File: config.mk
export PLATFORM = sky130hd
export DESIGN_NAME = sensor_measure_sequencer
export DESIGN_NICKNAME = d
export VERILOG_FILES = /design/src/pkg/measure_pkg.sv /design/src/hw/delay_counter.sv /design/src/hw/sensor_measure_sequencer.sv
export SDC_FILE = /design/constraint.sdc
export NUM_CORES = 1
export LEC_CHECK = 0
export ABC_AREA = 1
export ABC_CLOCK_PERIOD_IN_PS = 4900
export BUFFER_PORTS_ARGS = -buffer_cell sky130_fd_sc_hd__buf_2
export CAP_MARGIN = 15
export CORE_ASPECT_RATIO = 1.25
export CORE_MARGIN = 2
export CORE_UTILIZATION = 51
export CTS_CLUSTER_SIZE = 10
export DETAILED_ROUTE_END_ITERATION = 6
export GPL_ROUTABILITY_DRIVEN = 0
export GPL_TIMING_DRIVEN = 0
export HOLD_SLACK_MARGIN = 0.05
export PLACE_DENSITY = 0.74
export SKIP_CTS_REPAIR_TIMING = 1
export SYNTH_ARGS = -nofsm -noshare
export SYNTH_HDL_FRONTEND = slang
export SYNTH_SLANG_ARGS = --single-unit
export TNS_END_PERCENT = 30
File: constraint.sdc
create_clock -name clk_i -period 4.9 [get_ports clk_i]
set_clock_uncertainty 0.05 [all_clocks]
set_input_delay 0.98 -clock clk_i [delete_from_list [all_inputs] [get_ports clk_i]]
set_output_delay 0.98 -clock clk_i [all_outputs]
set_load 0.01 [all_outputs]
File: src/pkg/measure_pkg.sv
// Constants and register layout for the sensor measurement sequencer.
// How it works
// All control bits zero means standby
// Deep stop disables every measurement
// Writing auto start bit 4 starts one
// Automatic trigger fires after sample delay
// Auto start self clears, front end off
// Start clear sync gates next auto start
// Software polls, waits before restarting auto
// Irq flag unavailable in automatic mode
// Mode availability versus processor run state
// Software selects channel, enables, waits, captures
// Direct capture triggers after capture delay
// Capture trigger clears after one cycle; the code holds it while the low power bit is set
// Repeat captures while chain enabled
// Chain disable ignored while capture set
// Chain disable returns block to standby
// Software resettles after channel change
// Low power results: initial then periodic
// Conversion period covers convert, wake, finish
// Conversion runs alongside next settle period
// Firmware reads result before next period
// Short settle selections sample early
// Reading result low byte clears complete
// Enter low power: bit, enable, capture
// Leaving low power clears capture automatically
// New entry uses initial delay first
// Converter trigger is one clock pulse
package measure_pkg;
    // ------------------------------------------------------------
    // Register map, byte addresses on a 32-bit Wishbone bus
    // ------------------------------------------------------------
    localparam logic [7:0] STATUS_CONTROL_ADDR = 8'h40;
    localparam logic [7:0] CONTROL_ADDR        = 8'h44;
    localparam logic [7:0] SETTLE_ADDR         = 8'h48;
    localparam logic [7:0] RESULT_LOW_ADDR     = 8'h4c;
    localparam logic [7:0] STATE_ADDR          = 8'h50;

    localparam int IRQ_FLAG_BIT   = 7;
    localparam int IRQ_ACK_BIT    = 6;
    localparam int IRQ_EN_BIT     = 5;
    localparam int AUTO_START_BIT = 4;
    localparam int LOW_POWER_BIT  = 3;
    localparam int CHAIN_EN_BIT   = 7;
    localparam int CAPTURE_BIT    = 6;
    localparam int SETTLE_LSB     = 0;
    localparam int SETTLE_MSB     = 2;

    localparam logic [7:0] STATUS_RESET  = 8'h00;
    localparam logic [7:0] CONTROL_RESET = 8'h00;

    // ------------------------------------------------------------
    // Timing
    // ------------------------------------------------------------
    localparam int CLK_MHZ          = 100;
    localparam int CONVERT_US       = 15;
    localparam int WAKE_US          = 4;
    localparam int FINISH_TASK_US   = 33;
    localparam int CONV_PERIOD_CYC  = (CONVERT_US + WAKE_US + FINISH_TASK_US) * CLK_MHZ;
    localparam int CAPTURE_DELAY_CYC = 4;
    localparam int SYNC_CLEAR_CYC    = 2;
    localparam int SETTLE_UNIT_CYC   = 1000;

    typedef enum logic [2:0] {
        ST_IDLE    = 3'b000,
        ST_SETTLE  = 3'b001,
        ST_TRIGGER = 3'b011,
        ST_CONVERT = 3'b010,
        ST_FINISH  = 3'b110
    } seq_state_t;
endpackage

File: src/hw/delay_counter.sv
// Down counter that reports when a loaded delay has run out.
`timescale 1ns/10ps
module delay_counter #(
    parameter int WIDTH = 24
) (
    input  wire logic             clk_i,
    input  wire logic             rst_i,
    input  wire logic             load_i,
    input  wire logic [WIDTH-1:0] count_i,
    output logic                  done_o
);
    logic [WIDTH-1:0] count_reg;

    always_ff @(posedge clk_i) begin
        if (rst_i) begin
            count_reg <= '0;
        end else if (load_i) begin
            count_reg <= count_i;
        end else if (count_reg != '0) begin
            count_reg <= count_reg - 1'b1;
        end
    end

    assign done_o = (count_reg == '0) && !load_i;
endmodule

File: src/hw/sensor_measure_sequencer.sv
// Sequencer that powers the transducer chain, times settling and triggers the converter.
//
// Implementation choices: the register offsets and the Wishbone interface to the registers.
`timescale 1ns/10ps
module sensor_measure_sequencer #(
    parameter int CONV_PERIOD = measure_pkg::CONV_PERIOD_CYC,
    parameter int SETTLE_UNIT = measure_pkg::SETTLE_UNIT_CYC
) (
    input  wire logic        clk_i,
    input  wire logic        rst_i,
    input  wire logic [7:0]  adr_i,
    input  wire logic [31:0] dat_i,
    output logic      [31:0] dat_o,
    input  wire logic        we_i,
    input  wire logic [3:0]  sel_i,
    input  wire logic        cyc_i,
    input  wire logic        stb_i,
    output logic             ack_o,
    input  wire logic        deep_stop_mode_i,
    input  wire logic        run_mode_i,
    input  wire logic        conversion_complete_i,
    input  wire logic [7:0]  conversion_result_i,
    output logic             front_end_on_o,
    output logic             converter_trigger_o,
    output logic             conversion_complete_clear_o,
    output logic             standby_o
);
    // ------------------------------------------------------------
    // Pin synchronisers
    // ------------------------------------------------------------
    logic deep_meta_reg, deep_reg, run_meta_reg, run_reg, done_meta_reg, done_reg, done_old_reg;

    always_ff @(posedge clk_i) begin
        if (rst_i) begin
            deep_meta_reg <= 1'b0;
            deep_reg      <= 1'b0;
            run_meta_reg  <= 1'b0;
            run_reg       <= 1'b0;
            done_meta_reg <= 1'b0;
            done_reg      <= 1'b0;
            done_old_reg  <= 1'b0;
        end else begin
            deep_meta_reg <= deep_stop_mode_i;
            deep_reg      <= deep_meta_reg;
            run_meta_reg  <= run_mode_i;
            run_reg       <= run_meta_reg;
            done_meta_reg <= conversion_complete_i;
            done_reg      <= done_meta_reg;
            done_old_reg  <= done_reg;
        end
    end

    wire conv_done = done_reg && !done_old_reg;

    // ------------------------------------------------------------
    // Bus slave
    // ------------------------------------------------------------
    logic ack_reg;
    wire  req      = cyc_i && stb_i && !ack_reg;
    wire  wr       = req && we_i && sel_i[0];
    wire  wr_stat  = wr && adr_i == measure_pkg::STATUS_CONTROL_ADDR;
    wire  wr_ctrl  = wr && adr_i == measure_pkg::CONTROL_ADDR;
    wire  wr_set   = wr && adr_i == measure_pkg::SETTLE_ADDR;
    wire  rd_low   = req && !we_i && adr_i == measure_pkg::RESULT_LOW_ADDR;

    always_ff @(posedge clk_i) begin
        if (rst_i) begin
            ack_reg <= 1'b0;
        end else begin
            ack_reg <= req;
        end
    end

    assign ack_o = ack_reg;

    // ------------------------------------------------------------
    // Control bits
    // ------------------------------------------------------------
    logic       auto_start_reg, low_power_direct_bit_reg, irq_en_reg, measure_irq_flag_reg;
    logic       chain_enable_reg, capture_trigger_reg, clear_sync_reg;
    logic [2:0] settle_select_reg;
    logic [7:0] init_delay_reg, sub_period_reg;
    measure_pkg::seq_state_t state_reg;
    logic       first_reg, conv_busy_reg;
    logic [1:0] sync_cnt_reg;
    logic       settle_load, conv_load, settle_done, conv_period_done;

    wire auto_mode   = auto_start_reg;
    wire lp_mode     = low_power_direct_bit_reg && chain_enable_reg;
    wire auto_done   = auto_mode && state_reg == measure_pkg::ST_FINISH && conv_done;
    wire fe_low      = !front_end_on_o;

    always_ff @(posedge clk_i) begin
        if (rst_i || deep_reg) begin
            auto_start_reg <= 1'b0;
        end else if (auto_done
                     || (auto_start_reg && fe_low && state_reg != measure_pkg::ST_IDLE)) begin
            auto_start_reg <= 1'b0;
        end else if (wr_stat && dat_i[measure_pkg::AUTO_START_BIT] && !clear_sync_reg
                     && !chain_enable_reg) begin
            auto_start_reg <= 1'b1;
        end
    end

    always_ff @(posedge clk_i) begin
        if (rst_i) begin
            clear_sync_reg <= 1'b0;
            sync_cnt_reg   <= '0;
        end else if (auto_done) begin
            clear_sync_reg <= 1'b1;
            sync_cnt_reg   <= 2'(measure_pkg::SYNC_CLEAR_CYC);
        end else if (sync_cnt_reg != '0) begin
            sync_cnt_reg <= sync_cnt_reg - 2'd1;
        end else begin
            clear_sync_reg <= 1'b0;
        end
    end

    always_ff @(posedge clk_i) begin
        if (rst_i) begin
            low_power_direct_bit_reg <= 1'b0;
            irq_en_reg               <= 1'b0;
        end else if (wr_stat) begin
            low_power_direct_bit_reg <= dat_i[measure_pkg::LOW_POWER_BIT];
            irq_en_reg               <= dat_i[measure_pkg::IRQ_EN_BIT];
        end
    end

    // The flag only reports in run mode in plain direct mode; set wins over acknowledge.
    wire irq_event = state_reg == measure_pkg::ST_SETTLE && settle_done && irq_en_reg
                     && run_reg && !auto_mode && !low_power_direct_bit_reg;

    always_ff @(posedge clk_i) begin
        if (rst_i) begin
            measure_irq_flag_reg <= 1'b0;
        end else if (irq_event) begin
            measure_irq_flag_reg <= 1'b1;
        end else if (wr_stat && dat_i[measure_pkg::IRQ_ACK_BIT]) begin
            measure_irq_flag_reg <= 1'b0;
        end
    end

    always_ff @(posedge clk_i) begin
        if (rst_i || deep_reg) begin
            chain_enable_reg <= 1'b0;
        end else if (wr_ctrl && !auto_mode) begin
            if (dat_i[measure_pkg::CHAIN_EN_BIT]) begin
                chain_enable_reg <= 1'b1;
            end else if (!capture_trigger_reg) begin
                chain_enable_reg <= 1'b0;
            end
        end
    end

    always_ff @(posedge clk_i) begin
        if (rst_i || deep_reg) begin
            capture_trigger_reg <= 1'b0;
        end else if (wr_ctrl && dat_i[measure_pkg::CAPTURE_BIT] && chain_enable_reg) begin
            capture_trigger_reg <= 1'b1;
        end else if (!low_power_direct_bit_reg) begin
            capture_trigger_reg <= 1'b0;
        end
    end

    always_ff @(posedge clk_i) begin
        if (rst_i) begin
            settle_select_reg <= '0;
            init_delay_reg    <= '0;
            sub_period_reg    <= '0;
        end else if (wr_set) begin
            settle_select_reg <= dat_i[measure_pkg::SETTLE_MSB:measure_pkg::SETTLE_LSB];
            init_delay_reg    <= dat_i[15:8];
            sub_period_reg    <= dat_i[23:16];
        end
    end

    // ------------------------------------------------------------
    // Sequencer
    // ------------------------------------------------------------
    logic [23:0] settle_count;

    // Selection zero gives the shortest delay, sampling before the signal is steady.
    always_comb begin
        if (state_reg == measure_pkg::ST_IDLE && auto_mode) begin
            settle_count = 24'((settle_select_reg + 3'd1) * SETTLE_UNIT);
        end else if (lp_mode && first_reg && state_reg == measure_pkg::ST_IDLE) begin
            settle_count = 24'((init_delay_reg + 8'd1) * SETTLE_UNIT);
        end else if (lp_mode) begin
            settle_count = 24'((sub_period_reg + 8'd1) * SETTLE_UNIT);
        end else begin
            settle_count = 24'(measure_pkg::CAPTURE_DELAY_CYC);
        end
    end

    wire start_auto = state_reg == measure_pkg::ST_IDLE && auto_mode;
    wire start_dir  = state_reg == measure_pkg::ST_IDLE && capture_trigger_reg && !deep_reg;
    // The next settle starts at the trigger, so it overlaps the conversion period.
    wire lp_next    = lp_mode && state_reg == measure_pkg::ST_TRIGGER;
    wire fire       = state_reg == measure_pkg::ST_SETTLE && settle_done && !deep_reg
                      && (auto_mode || chain_enable_reg);
    assign settle_load = start_auto || start_dir || lp_next;
    assign conv_load   = state_reg == measure_pkg::ST_TRIGGER;

    delay_counter #(.WIDTH(24)) settle_timer (
        .clk_i  (clk_i),
        .rst_i  (rst_i),
        .load_i (settle_load),
        .count_i(settle_count),
        .done_o (settle_done)
    );

    delay_counter #(.WIDTH(24)) conv_timer (
        .clk_i  (clk_i),
        .rst_i  (rst_i),
        .load_i (conv_load),
        .count_i(24'(CONV_PERIOD)),
        .done_o (conv_period_done)
    );

    always_ff @(posedge clk_i) begin
        if (rst_i || deep_reg) begin
            state_reg <= measure_pkg::ST_IDLE;
        end else begin
            case (state_reg)
                measure_pkg::ST_IDLE: begin
                    if (settle_load) begin
                        state_reg <= measure_pkg::ST_SETTLE;
                    end
                end
                measure_pkg::ST_SETTLE: begin
                    if (!auto_mode && !chain_enable_reg) begin
                        state_reg <= measure_pkg::ST_IDLE;
                    end else if (settle_done) begin
                        state_reg <= measure_pkg::ST_TRIGGER;
                    end
                end
                measure_pkg::ST_TRIGGER: begin
                    state_reg <= auto_mode ? measure_pkg::ST_FINISH : measure_pkg::ST_CONVERT;
                end
                measure_pkg::ST_CONVERT: begin
                    if (!lp_mode) begin
                        state_reg <= measure_pkg::ST_IDLE;
                    end else if (conv_period_done) begin
                        state_reg <= measure_pkg::ST_SETTLE;
                    end
                end
                measure_pkg::ST_FINISH: begin
                    if (!auto_mode) begin
                        state_reg <= measure_pkg::ST_IDLE;
                    end
                end
                default: state_reg <= measure_pkg::ST_IDLE;
            endcase
        end
    end

    always_ff @(posedge clk_i) begin
        if (rst_i || !lp_mode) begin
            first_reg <= 1'b1;
        end else if (state_reg == measure_pkg::ST_TRIGGER) begin
            first_reg <= 1'b0;
        end
    end

    always_ff @(posedge clk_i) begin
        if (rst_i) begin
            converter_trigger_o <= 1'b0;
        end else begin
            converter_trigger_o <= fire;
        end
    end

    always_ff @(posedge clk_i) begin
        if (rst_i) begin
            front_end_on_o              <= 1'b0;
            conversion_complete_clear_o <= 1'b0;
            standby_o                   <= 1'b1;
        end else begin
            front_end_on_o              <= (auto_mode || chain_enable_reg) && !deep_reg;
            conversion_complete_clear_o <= rd_low;
            standby_o <= !chain_enable_reg && !measure_irq_flag_reg && !auto_start_reg
                         && !capture_trigger_reg && settle_select_reg == '0;
        end
    end

    // ------------------------------------------------------------
    // Read data
    // ------------------------------------------------------------
    logic [31:0] rd_next;

    always_comb begin
        rd_next = '0;
        case (adr_i)
            measure_pkg::STATUS_CONTROL_ADDR: rd_next[7:0] = {measure_irq_flag_reg && !auto_mode,
                1'b0, irq_en_reg, auto_start_reg, low_power_direct_bit_reg, 3'b000};
            measure_pkg::CONTROL_ADDR: rd_next[7:0] = {chain_enable_reg, capture_trigger_reg, 6'h00};
            measure_pkg::SETTLE_ADDR: rd_next[23:0] = {sub_period_reg, init_delay_reg,
                5'h00, settle_select_reg};
            measure_pkg::RESULT_LOW_ADDR: rd_next[7:0] = conversion_result_i;
            measure_pkg::STATE_ADDR: rd_next[7:0] = {3'b000, clear_sync_reg, first_reg, state_reg};
            default: rd_next = '0;
        endcase
    end

    always_ff @(posedge clk_i) begin
        if (rst_i) begin
            dat_o <= '0;
        end else if (req && !we_i) begin
            dat_o <= rd_next;
        end
    end
endmodule

==> summary.md <==
| Metric | Value |
|---|---|
| Number of max-slew violations in the final report | 0 |
| CP Class | reg -> reg |
| Commonest non-fill, non-tap cell in the layout | nand2_1 |
| Initial core utilization | ~52% |
| Vias post-DR | about 9500 |
| Netlist Area Pre-Place | between 10000 and 15000 sq um |
| Initial antenna violation count | 0 |
| Worst setup EP type | register |
| Remaining Overflow, GRT | 0 |
| Die Y | about 160 um |
| Slew @ Worst Pin | a little over 0.8 ns |
| Mean Syn Cell Area | slightly below 7 sq um |
| Share of cells above drive strength 1 | approximately 14% |
| Post-synthesis simple-gate area fraction | around 30% |
| Largest net degree at the start of global routing | 17 |
| Root buffer cell | clkbuf_16 |
| Mapped Cells | roughly 1400 |
| Vias/cell | between 5 and 6 |
| PD cells | approximately 380 nW/um^2 |
| Final hold violations | 0 |
| CTS tree | built |
| Hold crit path type | reg -> reg |
| Placed insts | 1785 |
| Clk buf depth | 2 |
| IO Port Bufs | 76 |
| Main combinational cell family by area after synthesis | simple AND/OR/NAND/NOR gates |
| Yosys cell types | 48 |
| Min Tclk post-route | ~4.7 ns |
| Maxcap violations | 0 |
| Place WS | -0.2626 ns |
| Fmax | around 0.21 GHz |
| Adder-Cell Fraction of Synth Area | around 22% |
| Slew Limit Headroom | 45.20% |
| Clk_lat worst skew | ~0.42 ns |
| DRT Pass-1 Iters | 6 |
| Routed WL | ~26 mm |
| Post-synthesis xor/xnor area fraction | approximately 5.2% |
| Data arrival, critical path | 4.98 ns |
| Die Area | 20750 sq um |
| Critical Path Start Type | register |
| Synth warn | 0 |
| I/O Pins | 97 |
| Outcome | finished clean |
| Most frequent cells in the layout | nand2_1, inv_1, nor2_1 |
| Num rows | between 50 and 60 |
| Largest fanout on the critical path | 7 |
| Final period util | approximately 96% |
| Final setup viols | 0 |
| P_leak | ~0.0058 uW |
| Clk sinks | about 120 |
| Drt wl/cell | between 10 and 15 um |
| Cts bufs inserted | 17 |
| # diodes | 0 |
| Die Wd | 129.3 um |
| H-tree levels | 4 |
| GRT Util Overall | 25.51% |
| Detail Route Antenna Nets | 0 |
| Complex-gate fraction of the synthesized area | 9.233% |
| Final HPWL DP | ~20 mm |
| Final setup margin | approximately 0.18 ns |
| Vias in the first global route | a little over 9000 |
| DRC Markers | 0 |
| Nets | approximately 1800 |
| #FFs+latches synth | roughly 120 |
| Worst EP required | approximately 5.2 ns |
| Register area share after synthesis | about 23% |
| First-pass GRT wire length | 42.87 mm |
| Final std cells w/o fill | 1827 |
| IR drop worst, VDD | approximately 0.46 mV |
| Mux contribution to synthesized area | 0% |
| Clock slew at reported path FFs | 0.06 ns |
| Area grow syn2layout | 16.88% |
| Core ar. | about 19000 sq um |
| Fin util | about 60% |
| Initial DRC count | between 500 and 600 |
[stage by stage]
step / hold WS, ns / cell area [sq um] / power [uW] / TNS, ns
detailed placement: 0.3566 / 10740 / 3099 / -1.391
global route: 0.3742 / 11690 / 4767 / -0.2152
CTS: 0.3647 / 11350 / 4407 / -1.474
global placement: 0.3384 / 10740 / 3058 / -0.8943
finish: 0.3630 / 11690 / 4413 / 0
floorplan: 0.3383 / 10030 / 2733 / 0
[critical path, cell delays in order, from the launching register on]
cell      delay, ns
dfxtp_1        0.33
buf_4          0.17
nand2_1        0.11
nor2_4         0.21
nand3_4        0.12
nor2_1         0.10
nand2_1        0.12
xor2_4         0.21
buf_4          0.16
fa_1           0.49
fa_1           0.51
inv_1          0.05
fa_1           0.60
ha_4           0.23
ha_4           0.25
nand2_1        0.06
nand2_1        0.07
o21bai_1       0.16
a21oi_1        0.16
nand2_1        0.08
nand3_1        0.12
nand2_1        0.09
nand2_1        0.11
nand2_1        0.05
[layout make-up]
cell class / count / area, sq um
Fill cell: 1735 / 7639
Timing Repair Buffer: 86 / 455.4
Buffer: 36 / 183.9
Multi-Input combinational cell: 1047 / 6859
Clock buffer: 19 / 432.9
Sequential cell: 116 / 2331
Tap cell: 265 / 331.6
Clock inverter: 13 / 175.2
Inverter: 245 / 919.6
[synthesized netlist by cell type, drive strengths merged]
library cell  number  area, sq um
o21a               2        15.01
xnor2             18        157.7
and2               2        12.51
o22ai              1        6.260
a31oi              3        18.77
nor2             171        686.9
nand3            114        575.6
nand2            310         1191
dfxtp            116         2322
inv              245        919.6
fa                50         1001
nor3b              1        7.510
o221ai             2        17.52
or2                8        50.05
buf               17        110.1
xor2              36        364.1
nand4             24        156.4
o211ai             6        45.04
nand2b             1        6.260
o21bai             7        52.55
clkbuf            19        71.32
a21o               1        7.510
a211oi             4        30.03
conb               1        3.750
nor3              21        120.1
o21ai             58        290.3
a21oi             85        432.9
nor4              10        77.57
ha                94         1176
nand3b             9        67.56
o31ai              1        7.510
[cells by family after synthesis]
| kind of cell | count (synthesis) |
|---|---|
| AO/OA/AOI/OAI | 170 |
| XOR/XNOR | 54 |
| adder cells (fa/ha/maj) | 144 |
| buffers and inverters | 281 |
| flip-flops | 116 |
| other | 1 |
| AND/OR/NAND/NOR | 671 |
[power by group]
group          leakage (uW)  switching, uW  internal [uW]
clock network      0.000289            481            808
logic               0.00458           1170            662
registers          0.000945            162           1130
[path summary, 6_finish.rpt]
check	start	endpoint	slack, ns	cells past startpoint
setup reg to reg	init_delay_reg[0]$_SDFFE_PP0P_	settle_timer.count_reg[15]$_SDFFE_PP0P_	0.18	23
setup / recovery	init_delay_reg[0]$_SDFFE_PP0P_	settle_timer.count_reg[15]$_SDFFE_PP0P_	0.18	23
hold / removal	deep_meta_reg$_SDFF_PP0_	deep_reg$_SDFF_PP0_	0.36	2
hold reg to reg	deep_meta_reg$_SDFF_PP0_	deep_reg$_SDFF_PP0_	0.36	2
[layer usage]
| metal | global-route usage [%] | vias to the layer above | wire (um) |
|---|---|---|---|
| met5 | 0 | - | 0 |
| met4 | 9.881 | 0 | 877 |
| met3 | 3.464 | 59 | 1224 |
| met2 | 44.83 | 280 | 13080 |
| met1 | 31.33 | 4359 | 10910 |
| li1 | - | 4783 | - |
No activity file was read; power rests on OpenSTA's default activity.
